## config.mk

```make
export PLATFORM = sky130hd
export DESIGN_NAME = far_sequencer
export DESIGN_NICKNAME = d
export VERILOG_FILES = /design/src/logic/far_time_mem.v /design/src/logic/far_timer.v /design/src/logic/far_sequencer.v
export VERILOG_INCLUDE_DIRS = /design/src /design/src/inc
export SDC_FILE = /design/constraint.sdc
export NUM_CORES = 2
export LEC_CHECK = 0
export BUFFER_PORTS_ARGS = -buffer_cell sky130_fd_sc_hd__buf_2
export CORE_UTILIZATION = 40
export DETAILED_ROUTE_END_ITERATION = 10
export PLACE_DENSITY = 0.52
export SLEW_MARGIN = 25
export SYNTH_ARGS = -nofsm -noshare
export SYNTH_HDL_FRONTEND = slang
export SYNTH_HIERARCHICAL = 1
export SYNTH_SLANG_ARGS = --single-unit
```

## constraint.sdc

```tcl
create_clock -name clk -period 15.15 [get_ports clk]
set_clock_uncertainty 0.1 [all_clocks]
set_input_delay 2.2725 -clock clk [delete_from_list [all_inputs] [get_ports clk]]
set_output_delay 2.2725 -clock clk [all_outputs]
set_load 0.02 [all_outputs]
```

## src/inc/far_defs.vh

```
// Constants for the feeder auto-reclose sequencer: timing, register map, fields
`ifndef FAR_DEFS_VH
`define FAR_DEFS_VH

// Timing: 200 MHz clock, 1 ms time base tick for all sequence timers
`define FAR_CLK_NS        5
`define FAR_TICK_NS       1000000
`define FAR_TICK_CYC      18'd200000 // FAR_TICK_NS / FAR_CLK_NS, sized for the tick counter
`define FAR_TICK_W        18

// Widths
`define FAR_TIME_W        20
`define FAR_CHANS         5
`define FAR_SHOTS         4
`define FAR_MEM_AW        6
`define FAR_MEM_WORDS     40

// Register byte offsets
`define FAR_ADDR_W        12
`define FAR_OFF_CTRL      12'h000
`define FAR_OFF_STATUS    12'h004
`define FAR_OFF_OVERALL   12'h008
`define FAR_OFF_SHOTEN    12'h00c
`define FAR_TIME_PAGE     4'h1

// Control register fields
`define FAR_CTRL_EN       0
`define FAR_CTRL_OVRLOCK  1
`define FAR_CTRL_NOOVR    2
`define FAR_CTRL_LOCKRST  3

// Reset values
`define FAR_CTRL_RST      3'h1
`define FAR_OVERALL_RST   20'h00000
`define FAR_SHOTEN_RST    20'h00000

// Status register fields
`define FAR_ST_ATTEMPT    8
`define FAR_ST_RUNNING    12
`define FAR_ST_CLOSE      13
`define FAR_ST_OVERALL    14
`define FAR_ST_LOCK       15
`define FAR_ST_STATE      16

`endif

```

## src/logic/far_time_mem.v

```verilog
// Setting memory holding dead and reclaim times per channel and shot
`timescale 1ns/10ps
`default_nettype none
`include "far_defs.vh"

module far_time_mem (
	input  wire                       clk,      // System clock
	input  wire                       rst,      // Async reset, active high
	input  wire                       wrEn,     // Write strobe
	input  wire [`FAR_MEM_AW-1:0]     wrAddr,   // Write index
	input  wire [`FAR_TIME_W-1:0]     wrData,   // Write data in ms
	input  wire [`FAR_MEM_AW-1:0]     rdAddrA,  // Sequencer read index
	output reg  [`FAR_TIME_W-1:0]     rdDataA,  // Sequencer read data
	input  wire [`FAR_MEM_AW-1:0]     rdAddrB,  // Bus read index
	output reg  [`FAR_TIME_W-1:0]     rdDataB   // Bus read data
);

	reg [`FAR_TIME_W-1:0] mem [0:(1<<`FAR_MEM_AW)-1];

	// Storage has no reset; the sequencer is enabled from reset, before software loads the times
	always @(posedge clk) begin
		if (wrEn) begin
			mem[wrAddr] <= wrData;
		end
	end

	// Both read ports are registered
	always @(posedge clk or posedge rst) begin
		if (rst) begin
			rdDataA <= {`FAR_TIME_W{1'b0}};
			rdDataB <= {`FAR_TIME_W{1'b0}};
		end else begin
			rdDataA <= mem[rdAddrA];
			rdDataB <= mem[rdAddrB];
		end
	end

endmodule // far_time_mem
`default_nettype wire

```

## src/logic/far_timer.v

```verilog
// Millisecond down-counter shared by dead, reclaim and overall periods
`timescale 1ns/10ps
`default_nettype none
`include "far_defs.vh"

module far_timer (
	input  wire                   clk,      // System clock
	input  wire                   rst,      // Async reset, active high
	input  wire                   clear,    // Hold idle
	input  wire                   load,     // Start with loadValue
	input  wire [`FAR_TIME_W-1:0] loadValue,// Period in ticks
	input  wire                   tick,     // 1 ms time base
	output reg                    done      // Period over, level
);

	reg [`FAR_TIME_W-1:0] count;
	reg                   armed;
	reg                   primed;

	// A zero period reports done right after loading, so it is skipped.
	// The tick runs free, so the first tick after loading only opens the
	// count: a period may run up to one tick long but never short.
	always @(posedge clk or posedge rst) begin
		if (rst) begin
			count  <= {`FAR_TIME_W{1'b0}};
			armed  <= 1'b0;
			primed <= 1'b0;
			done   <= 1'b0;
		end else if (clear) begin
			count  <= {`FAR_TIME_W{1'b0}};
			armed  <= 1'b0;
			primed <= 1'b0;
			done   <= 1'b0;
		end else if (load) begin
			count  <= loadValue;
			armed  <= 1'b1;
			primed <= 1'b0;
			done   <= 1'b0;
		end else if (armed) begin
			if (count == {`FAR_TIME_W{1'b0}}) begin
				armed <= 1'b0;
				done  <= 1'b1;
			end else if (tick & ~primed) begin
				primed <= 1'b1; // Partial first tick period is not counted
			end else if (tick) begin
				count <= count - {{(`FAR_TIME_W-1){1'b0}}, 1'b1};
			end
		end
	end

endmodule // far_timer
`default_nettype wire

```

## src/logic/far_sequencer.v

```verilog
// Auto-reclose sequencer with APB settings and breaker object handshake
//
// What this block does
// - Trip-driven request starts the sequence at once, no added start delay.
// - First request sets running, channel request and first-shot flags together.
// - Dead timer starts once breaker is open and the request is released.
// - Dead time over gives close request; object closes when conditions allow.
// - Close request drops on breaker closed; shot reclaim timer starts then.
// - Each channel has several enabled shots, each with its own dead time.
// - Request during reclaim with a further shot advances to that shot.
// - Second shot dead time expiry also issues a close request.
// - Request in last shot reclaim gives final trip, clears flags, locks.
// - Lockout holds until reset or re-initialisation by breaker closing.
// - Reclaim expiry clears flags, then starts the overall reclaim timer.
// - Fault in shot reclaim goes to the next shot, not to final trip.
// - Fault in overall reclaim gives final trip and lockout, by setting.
// - Zero reclaim or dead times are skipped entirely.
// - A setting omits the overall reclaim period after success.
// - Overall reclaim expiry returns the sequencer to ready.
// - Five ranked request inputs plus one critical request that halts all.
// - Object open or close failure always forces lockout.
// - Lockout clears by external reset input or by the breaker closing.
`timescale 1ns/10ps
`default_nettype none
`include "far_defs.vh"

module far_sequencer #(
	parameter [`FAR_TICK_W-1:0] TICK_CYCLES = `FAR_TICK_CYC // Cycles per 1 ms tick
) (
	input  wire                     clk,                  // 200 MHz clock
	input  wire                     rst,                  // Async reset, active high
	input  wire                     psel,                 // APB select
	input  wire                     penable,              // APB enable
	input  wire                     pwrite,               // APB direction
	input  wire [`FAR_ADDR_W-1:0]   paddr,                // APB byte address
	input  wire [31:0]              pwdata,               // APB write data
	output reg  [31:0]              prdata,               // APB read data
	output reg                      pready,               // APB ready
	output reg                      pslverr,              // APB error
	input  wire [`FAR_CHANS-1:0]    recloseRequest,       // Stage trips, bit 0 highest
	input  wire                     criticalRequest,      // Halt reclosing
	input  wire                     breakerOpen,          // Breaker open indication
	input  wire                     breakerClosed,        // Breaker closed indication
	input  wire                     objectFail,           // Object failure acknowledge
	input  wire                     lockResetIn,          // External lockout reset
	output reg                      recloserActiveFlag,   // Sequence running
	output reg  [`FAR_SHOTS-1:0]    attemptActive,        // Shot running, one-hot
	output reg  [`FAR_CHANS-1:0]    requestPendingFlag,   // Active request channel
	output reg                      overallSettlePeriod,  // Overall reclaim running
	output reg                      recloseLockedState,   // Lockout
	output reg                      closeRequest,         // Close request to object
	output reg                      finalTrip             // Final trip pulse
);

	localparam [2:0] S_READY   = 3'h0;
	localparam [2:0] S_OPENWT  = 3'h1;
	localparam [2:0] S_DEAD    = 3'h2;
	localparam [2:0] S_CLOSE   = 3'h3;
	localparam [2:0] S_RECLAIM = 3'h4;
	localparam [2:0] S_OVERALL = 3'h5;
	localparam [2:0] S_LOCK    = 3'h6;

	localparam NIN = `FAR_CHANS + 5;

	wire [NIN-1:0] rawIn = {lockResetIn, objectFail, breakerClosed, breakerOpen,
		criticalRequest, recloseRequest};
	reg  [NIN-1:0] syncA;
	reg  [NIN-1:0] syncB;

	// Two-stage synchronisers for every pin input
	genvar g;
	generate
		for (g = 0; g < NIN; g = g + 1) begin : gSync
			always @(posedge clk or posedge rst) begin
				if (rst) begin
					syncA[g] <= 1'b0;
					syncB[g] <= 1'b0;
				end else begin
					syncA[g] <= rawIn[g];
					syncB[g] <= syncA[g];
				end
			end
		end
	endgenerate

	wire [`FAR_CHANS-1:0] req = syncB[`FAR_CHANS-1:0];
	wire crit     = syncB[`FAR_CHANS];
	wire brkOpen  = syncB[`FAR_CHANS+1];
	wire brkClose = syncB[`FAR_CHANS+2];
	wire objFail  = syncB[`FAR_CHANS+3];
	wire extReset = syncB[`FAR_CHANS+4];

	// Time base tick, 1 ms
	reg [`FAR_TICK_W-1:0] tickCount;
	reg                   tick;
	always @(posedge clk or posedge rst) begin
		if (rst) begin
			tickCount <= {`FAR_TICK_W{1'b0}};
			tick      <= 1'b0;
		end else if (tickCount == TICK_CYCLES - {{(`FAR_TICK_W-1){1'b0}}, 1'b1}) begin
			tickCount <= {`FAR_TICK_W{1'b0}};
			tick      <= 1'b1;
		end else begin
			tickCount <= tickCount + {{(`FAR_TICK_W-1){1'b0}}, 1'b1};
			tick      <= 1'b0;
		end
	end

	// Settings
	reg  [2:0]                     ctrl;
	reg  [`FAR_TIME_W-1:0]         overallTime;
	reg  [`FAR_CHANS*`FAR_SHOTS-1:0] shotEnable;
	reg                            swLockReset;
	reg  [2:0]                     state;
	reg  [2:0]                     prevState;
	reg  [2:0]                     chan;
	reg  [1:0]                     shot;
	reg                            timerLoad;
	reg  [`FAR_TIME_W-1:0]         loadValue;
	reg                            brkCloseQ;
	wire                           timerDone;
	wire [`FAR_TIME_W-1:0]         seqTime;
	wire [`FAR_TIME_W-1:0]         busTime;

	// APB decode: time words live in page 1, index {channel, shot, reclaim}
	wire       apbAcc  = psel & penable;
	wire       apbDone = apbAcc & pready;
	wire       inTime  = paddr[11:8] == `FAR_TIME_PAGE;
	wire [5:0] timeIdx = paddr[7:2];
	wire       aligned = paddr[1:0] == 2'b00;
	wire       mapped  = aligned & ((paddr == `FAR_OFF_CTRL) | (paddr == `FAR_OFF_STATUS) |
		(paddr == `FAR_OFF_OVERALL) | (paddr == `FAR_OFF_SHOTEN) |
		(inTime & (timeIdx < `FAR_MEM_WORDS)));
	wire       wrOk    = apbDone & pwrite & ~pslverr;

	reg [31:0] readMux;
	always @* begin
		readMux = 32'h00000000;
		if (inTime) begin
			readMux = {{(32-`FAR_TIME_W){1'b0}}, busTime};
		end else begin
			case (paddr)
				`FAR_OFF_CTRL:    readMux = {29'h0000000, ctrl};
				`FAR_OFF_STATUS:  readMux = {13'h0000, state, recloseLockedState,
					overallSettlePeriod, closeRequest, recloserActiveFlag, attemptActive,
					3'h0, requestPendingFlag};
				`FAR_OFF_OVERALL: readMux = {{(32-`FAR_TIME_W){1'b0}}, overallTime};
				`FAR_OFF_SHOTEN:  readMux = {12'h000, shotEnable};
				default:          readMux = 32'h00000000;
			endcase
		end
	end

	// One wait state: memory read data is registered, answer in second access cycle
	always @(posedge clk or posedge rst) begin
		if (rst) begin
			pready  <= 1'b0;
			pslverr <= 1'b0;
			prdata  <= 32'h00000000;
		end else if (apbAcc & ~pready) begin
			pready  <= 1'b1;
			pslverr <= ~mapped;
			prdata  <= (pwrite | ~mapped) ? 32'h00000000 : readMux;
		end else begin
			pready  <= 1'b0;
			pslverr <= 1'b0;
		end
	end

	// Register writes take effect at the completing edge only
	always @(posedge clk or posedge rst) begin
		if (rst) begin
			ctrl        <= `FAR_CTRL_RST;
			overallTime <= `FAR_OVERALL_RST;
			shotEnable  <= `FAR_SHOTEN_RST;
			swLockReset <= 1'b0;
		end else begin
			swLockReset <= wrOk & (paddr == `FAR_OFF_CTRL) & pwdata[`FAR_CTRL_LOCKRST];
			if (wrOk & (paddr == `FAR_OFF_CTRL))
				ctrl <= pwdata[2:0];
			if (wrOk & (paddr == `FAR_OFF_OVERALL))
				overallTime <= pwdata[`FAR_TIME_W-1:0];
			if (wrOk & (paddr == `FAR_OFF_SHOTEN))
				shotEnable <= pwdata[`FAR_CHANS*`FAR_SHOTS-1:0];
		end
	end

	far_time_mem uMem (
		.clk     (clk),
		.rst     (rst),
		.wrEn    (wrOk & inTime),
		.wrAddr  (timeIdx),
		.wrData  (pwdata[`FAR_TIME_W-1:0]),
		.rdAddrA ({chan, shot, state == S_CLOSE}),
		.rdDataA (seqTime),
		.rdAddrB (timeIdx),
		.rdDataB (busTime)
	);

	far_timer uTimer (
		.clk       (clk),
		.rst       (rst),
		.clear     ((state == S_READY) | (state == S_LOCK)),
		.load      (timerLoad),
		.loadValue (loadValue),
		.tick      (tick),
		.done      (timerDone)
	);

	// Highest ranked active request; bit 0 wins
	reg       newReq;
	reg [2:0] newChan;
	integer   i;
	always @* begin
		newReq  = 1'b0;
		newChan = 3'h0;
		for (i = `FAR_CHANS - 1; i >= 0; i = i - 1) begin
			if (req[i]) begin
				newReq  = 1'b1;
				newChan = i[2:0];
			end
		end
	end

	// State age guards stale timer done and memory data just after a move
	wire settled   = state == prevState;
	wire firstEn   = shotEnable[{newChan, 2'b00}];
	wire nextAvail = (shot != 2'b11) & shotEnable[{newChan, shot + 2'b01}];
	wire brkRise   = brkClose & ~brkCloseQ;

	// Sequencer; all status outputs are registered here
	always @(posedge clk or posedge rst) begin
		if (rst) begin
			state               <= S_READY;
			prevState           <= S_READY;
			chan                <= 3'h0;
			shot                <= 2'h0;
			timerLoad           <= 1'b0;
			loadValue           <= {`FAR_TIME_W{1'b0}};
			brkCloseQ           <= 1'b0;
			recloserActiveFlag  <= 1'b0;
			attemptActive       <= {`FAR_SHOTS{1'b0}};
			requestPendingFlag  <= {`FAR_CHANS{1'b0}};
			overallSettlePeriod <= 1'b0;
			recloseLockedState  <= 1'b0;
			closeRequest        <= 1'b0;
			finalTrip           <= 1'b0;
		end else begin
			prevState <= state;
			brkCloseQ <= brkClose;
			timerLoad <= 1'b0;
			finalTrip <= 1'b0;
			if ((crit | objFail) & (state != S_LOCK)) begin
				// Critical request or failed object command halts everything
				state               <= S_LOCK;
				recloserActiveFlag  <= 1'b0;
				attemptActive       <= {`FAR_SHOTS{1'b0}};
				requestPendingFlag  <= {`FAR_CHANS{1'b0}};
				overallSettlePeriod <= 1'b0;
				closeRequest        <= 1'b0;
				recloseLockedState  <= 1'b1;
				finalTrip           <= 1'b1;
			end else begin
				case (state)
					S_READY, S_OVERALL: begin
						if (ctrl[`FAR_CTRL_EN] & newReq) begin
							overallSettlePeriod <= 1'b0;
							if (((state == S_OVERALL) & ctrl[`FAR_CTRL_OVRLOCK]) | ~firstEn) begin
								state              <= S_LOCK;
								recloseLockedState <= 1'b1;
								finalTrip          <= 1'b1;
							end else begin
								// No start delay: the trip itself starts the shot
								state                       <= S_OPENWT;
								recloserActiveFlag          <= 1'b1;
								requestPendingFlag          <= {`FAR_CHANS{1'b0}};
								requestPendingFlag[newChan] <= 1'b1;
								attemptActive               <= {{(`FAR_SHOTS-1){1'b0}}, 1'b1};
								chan                        <= newChan;
								shot                        <= 2'h0;
							end
						end else if ((state == S_OVERALL) & settled & timerDone) begin
							state               <= S_READY;
							overallSettlePeriod <= 1'b0;
						end
					end
					S_OPENWT: begin
						// The stage opened the breaker; only wait for it here
						if (settled & brkOpen & ~req[chan]) begin
							state     <= S_DEAD;
							timerLoad <= 1'b1;
							loadValue <= seqTime;
						end
					end
					S_DEAD: begin
						if (settled & timerDone) begin
							state        <= S_CLOSE;
							closeRequest <= 1'b1;
						end
					end
					S_CLOSE: begin
						if (settled & brkClose) begin
							state        <= S_RECLAIM;
							closeRequest <= 1'b0;
							timerLoad    <= 1'b1;
							loadValue    <= seqTime;
						end
					end
					S_RECLAIM: begin
						if (newReq & nextAvail) begin
							// Evolving fault may move to a higher ranked channel
							state                       <= S_OPENWT;
							chan                        <= newChan;
							shot                        <= shot + 2'h1;
							attemptActive               <= {attemptActive[`FAR_SHOTS-2:0], 1'b0};
							requestPendingFlag          <= {`FAR_CHANS{1'b0}};
							requestPendingFlag[newChan] <= 1'b1;
						end else if (newReq) begin
							state              <= S_LOCK;
							recloserActiveFlag <= 1'b0;
							attemptActive      <= {`FAR_SHOTS{1'b0}};
							requestPendingFlag <= {`FAR_CHANS{1'b0}};
							recloseLockedState <= 1'b1;
							finalTrip          <= 1'b1;
						end else if (settled & timerDone) begin
							recloserActiveFlag <= 1'b0;
							attemptActive      <= {`FAR_SHOTS{1'b0}};
							requestPendingFlag <= {`FAR_CHANS{1'b0}};
							if (ctrl[`FAR_CTRL_NOOVR] | (overallTime == {`FAR_TIME_W{1'b0}})) begin
								state <= S_READY;
							end else begin
								state               <= S_OVERALL;
								overallSettlePeriod <= 1'b1;
								timerLoad           <= 1'b1;
								loadValue           <= overallTime;
							end
						end
					end
					S_LOCK: begin
						// Requests are ignored until reset or a fresh breaker close
						if (extReset | swLockReset | brkRise) begin
							state              <= S_READY;
							recloseLockedState <= 1'b0;
						end
					end
					default: begin
						state <= S_READY;
					end
				endcase
			end
		end
	end

endmodule // far_sequencer
`default_nettype wire

```

==> results by group <==
Global routing
  • Total global-route track usage: 25.5%
  • Total congestion overflow: 0
  • Largest net degree at the start of global routing: 105
  • First-pass GRT wire length: 311000 um
  • Vias in the first global route: 39713
  • Initial antenna violation count: 13

Power
  • Worst vdd ir: 0.000125 V
  • Net Sw Frac: 30.4%
  • Psw: 3.38 mW
  • Pwr Density: 143 nW/um^2
  • Power share of the clock group: 35.8%
  • Logic pwr share: 22.3%
  • Flop pwr share: 41.9%
  • Internal Pwr Total: 7.73 mW
  • Pleak: 25.3 nW

Yosys
  • Simple-Gate Fraction of Synth Area: 3.84%
  • Async S/R FF share, synth: 14.4%
  • Seq/Total Area, Yosys: 63.4%
  • Yosys top cell by area: edfxtp_1
  • Post-Syn Instances: 3743
  • Post-synthesis adder-cell area fraction: 0.0725%
  • Count of cell types in the netlist: 93
  • XOR/XNOR share of the synthesized area: 0.317%
  • EDFF count, synth: 1280
  • Mux cell area share after synthesis: 24.5%
  • Compound-Gate Fraction of Synth Area: 5.48%
  • Yosys warnings: 6
  • Synth top area share: 55.7%
  • Top post-synthesis cells by area: edfxtp_1 56%, mux4_2 20%, dfrtp_1 7.8%
  • Synth Cell Area: 69100 sq um
  • Combinational family with the most area after synthesis: multiplexers
  • Synth Flop Type: edfxtp_1
  • Post-synthesis area per instance: 18.5 sq um
  • Yosys reg bits: 1495

Routing
  • DRT antenna net count: 0
  • Initial DRC Count: 4921
  • Via count: 39839
  • Drt drc: 0
  • Drt total wl: 222000 um
  • Routed vias/inst: 6.31
  • DRT Pass-1 Iters: 8
  • Avg WL per Cell: 35.2 um

Cells and area
  • Layout cell share with drive strength beyond 1: 33.6%
  • Most frequent cells in the layout: 1280 x edfxtp_1, 615 x mux4_2, 209 x dfrtp_1, 171 x clkbuf_16, 139 x buf_4
  • Commonest non-fill, non-tap cell in the layout: edfxtp_1
  • Final core utilization: 45.2%
  • Layout Nets: 3927
  • Synthesis-to-layout area growth: 12.4%

Setup path
  • Critical Path AT: 6.56 ns
  • Reg2reg start: shot[0]
  • Critical Path Slowest Stage Cell: a22oi_1
  • Delay-heaviest family, CP: buffers and inverters
  • Worst Path Buf+Inv: 3
  • Critical path fanouts, max: 59
  • Worst Reg-to-Reg Cells: 8
  • Critical Path, Cell by Cell: buf_8 > buf_4 > buf_4 > mux4_2 > mux2i_1 > a22oi_1 > nand2_1 > nor3_1
  • Crit. End Element: flip-flop
  • Worst setup SP type: primary input
  • Crit Path Category: in -> reg
  • Max stage delay on crit path: 0.83 ns
  • Worst setup path start: paddr[2]
  • CP required: 15.66 ns
  • Cell mode on critical path: buf_4
  • Crit path depth: 8
  • R2R Setup Slk: 9.51 ns

Clock network
  • CTS tree: done
  • Post-CTS setup buffers: 0
  • TritonCTS Sinks: 1495
  • Post-cts sizing count: 0
  • Root Buffer: clkbuf_16
  • Clock Pin Slew Worst Setup and Hold Paths: 0.06 ns
  • Bufs on Longest Clock Path: 3
  • Skew-Pair Late Insertion Delay: 0.81 ns
  • Hold buffer count at CTS: 0
  • TritonCTS buffer count: 167
  • CTS HTree Levels: 4

Floorplan
  • Die height: 418 um
  • I/O pin count: 107
  • Die area: 174000 sq um
  • Core area: 172000 sq um
  • Row Count: 152
  • Initial Util: 40.3%
  • Chip Width: 418 um

Placement
  • Number of port buffers: 82
  • Dpl hpwl: 139000 um
  • Routability cong.: 0.875
  • Pre-CTS WS: 8.41 ns

Run status
  • Status: completed

STA
  • Worst Max-Slew Pin Slew: 1.20 ns
  • Slew Viols, Final: 0
  • RSZ-0062 raised after global routing: false
  • Final setup violation count: 0
  • Setup TNS Final: 0 ns
  • Rel. slew slack: 19.0%
  • Minimum hold slack: 0.250 ns
  • Final hold viol count: 0
  • Period utilization: 39.9%
  • F_max: 165 MHz
  • Time the worst path needs with I/O delays and setup: 6.05 ns
  • Setup ws final: 9.10 ns

Job
  • Max Cap Viol: 0

Min path
  • Hold path depth: 0
  • Hold Startpoint: syncA[4]
  • Worst hold path type: reg -> reg
worst reg2reg max path, stage by stage, from the launching register on:
cell      delay, ns
dfrtp_4        0.50
buf_4          0.60
buf_4          0.81
buf_4          0.81
buf_4          0.67
mux4_2         0.32
o22a_1         0.14
o221ai_1       0.31
o41ai_1        1.16
per-stage QoR:
step / cell area [sq um] / power [mW] / cells
detailed placement: 72200 / 7.18 / 6001
finish: 77600 / 11.1 / 6315
global placement: 72200 / 7.17 / 6001
global route: 77600 / 11.4 / 6313
floorplan: 69100 / 6.20 / 3754
CTS: 77600 / 11.1 / 6309
routing by layer:
layer,share of wire [%],GRT usage [%],vias to the layer above
li1,-,-,16033
met4,3.0,7.92,4
met2,47,39.5,1733
met3,7.9,4.95,305
met1,42,36.5,21764
met5,0.012,0,-
final timing paths:
check	to
worst min-delay path	req[4]
worst max-delay path	uMem/rdDataB[12]
max in group asynchronous	shot[1]
worst max register to register	uMem/rdDataA[7]
worst min register to register	req[4]
min in group asynchronous	uTimer/count[2]
Yosys cell counts (all sizes together) (20+ instances only):
| cell | number |
|---|---|
| a222oi | 20 |
| o221ai | 40 |
| o22ai | 77 |
| nor2b | 29 |
| a21oi | 29 |
| buf | 189 |
| nor3 | 31 |
| a22o | 21 |
| edfxtp | 1280 |
| a2bb2oi | 20 |
| o21ai | 46 |
| a22oi | 117 |
| nand2 | 132 |
| clkbuf | 98 |
| nand3 | 47 |
| mux2 | 152 |
| mux4 | 615 |
| dfrtp | 214 |
| nor2 | 161 |
| mux2i | 133 |
kinds of logic (layout without fill, tap and decap cells):
group | count (synthesis) | after routing
XOR/XNOR | 25 | 25
adder cells (fa/ha/maj) | 4 | 4
multiplexers | 900 | 900
flip-flops | 1495 | 1495
AND/OR/NAND/NOR | 530 | 530
buffers and inverters | 304 | 553
AO/OA/AOI/OAI | 484 | 484
other | 1 | 14
area by class of cell:
class	count	area, sq um
Fill cell	14826	93900
Sequential cell	1495	43800
Multi-Input combinational cell	1955	23900
Clock buffer	218	4520
Tap cell	2310	2890
Timing Repair Buffer	228	1610
Clock inverter	90	800
Inverter	17	68.8
Antenna cell	2	5.00
flip-flops by register name, summed over array words and instances, names as in the netlist, 2 cells and up:
name / count
uMem/mem: 1280
shotEnable: 20
prevState: 3
requestPendingFlag: 5
shot: 2
syncA: 10
tickCount: 18
uMem/rdDataA: 20
attemptActive: 4
loadValue: 20
prdata: 20
chan: 3
req: 5
uMem/rdDataB: 20
uTimer/count: 20
ctrl: 3
overallTime: 20
state: 3
power by group through the flow:
stage          clock [mW]  combinational, mW  sequential [mW]
6_report             3.98               2.48             4.65
5_1_grt              4.20               2.57             4.66
4_1_cts              4.05               2.45             4.65
3_3_place_gp            0               2.43             4.74
2_1_floorplan           0               1.52             4.68
3_5_place_dp            0               2.44             4.74
Note: power is estimated with default switching activity, not from simulation.
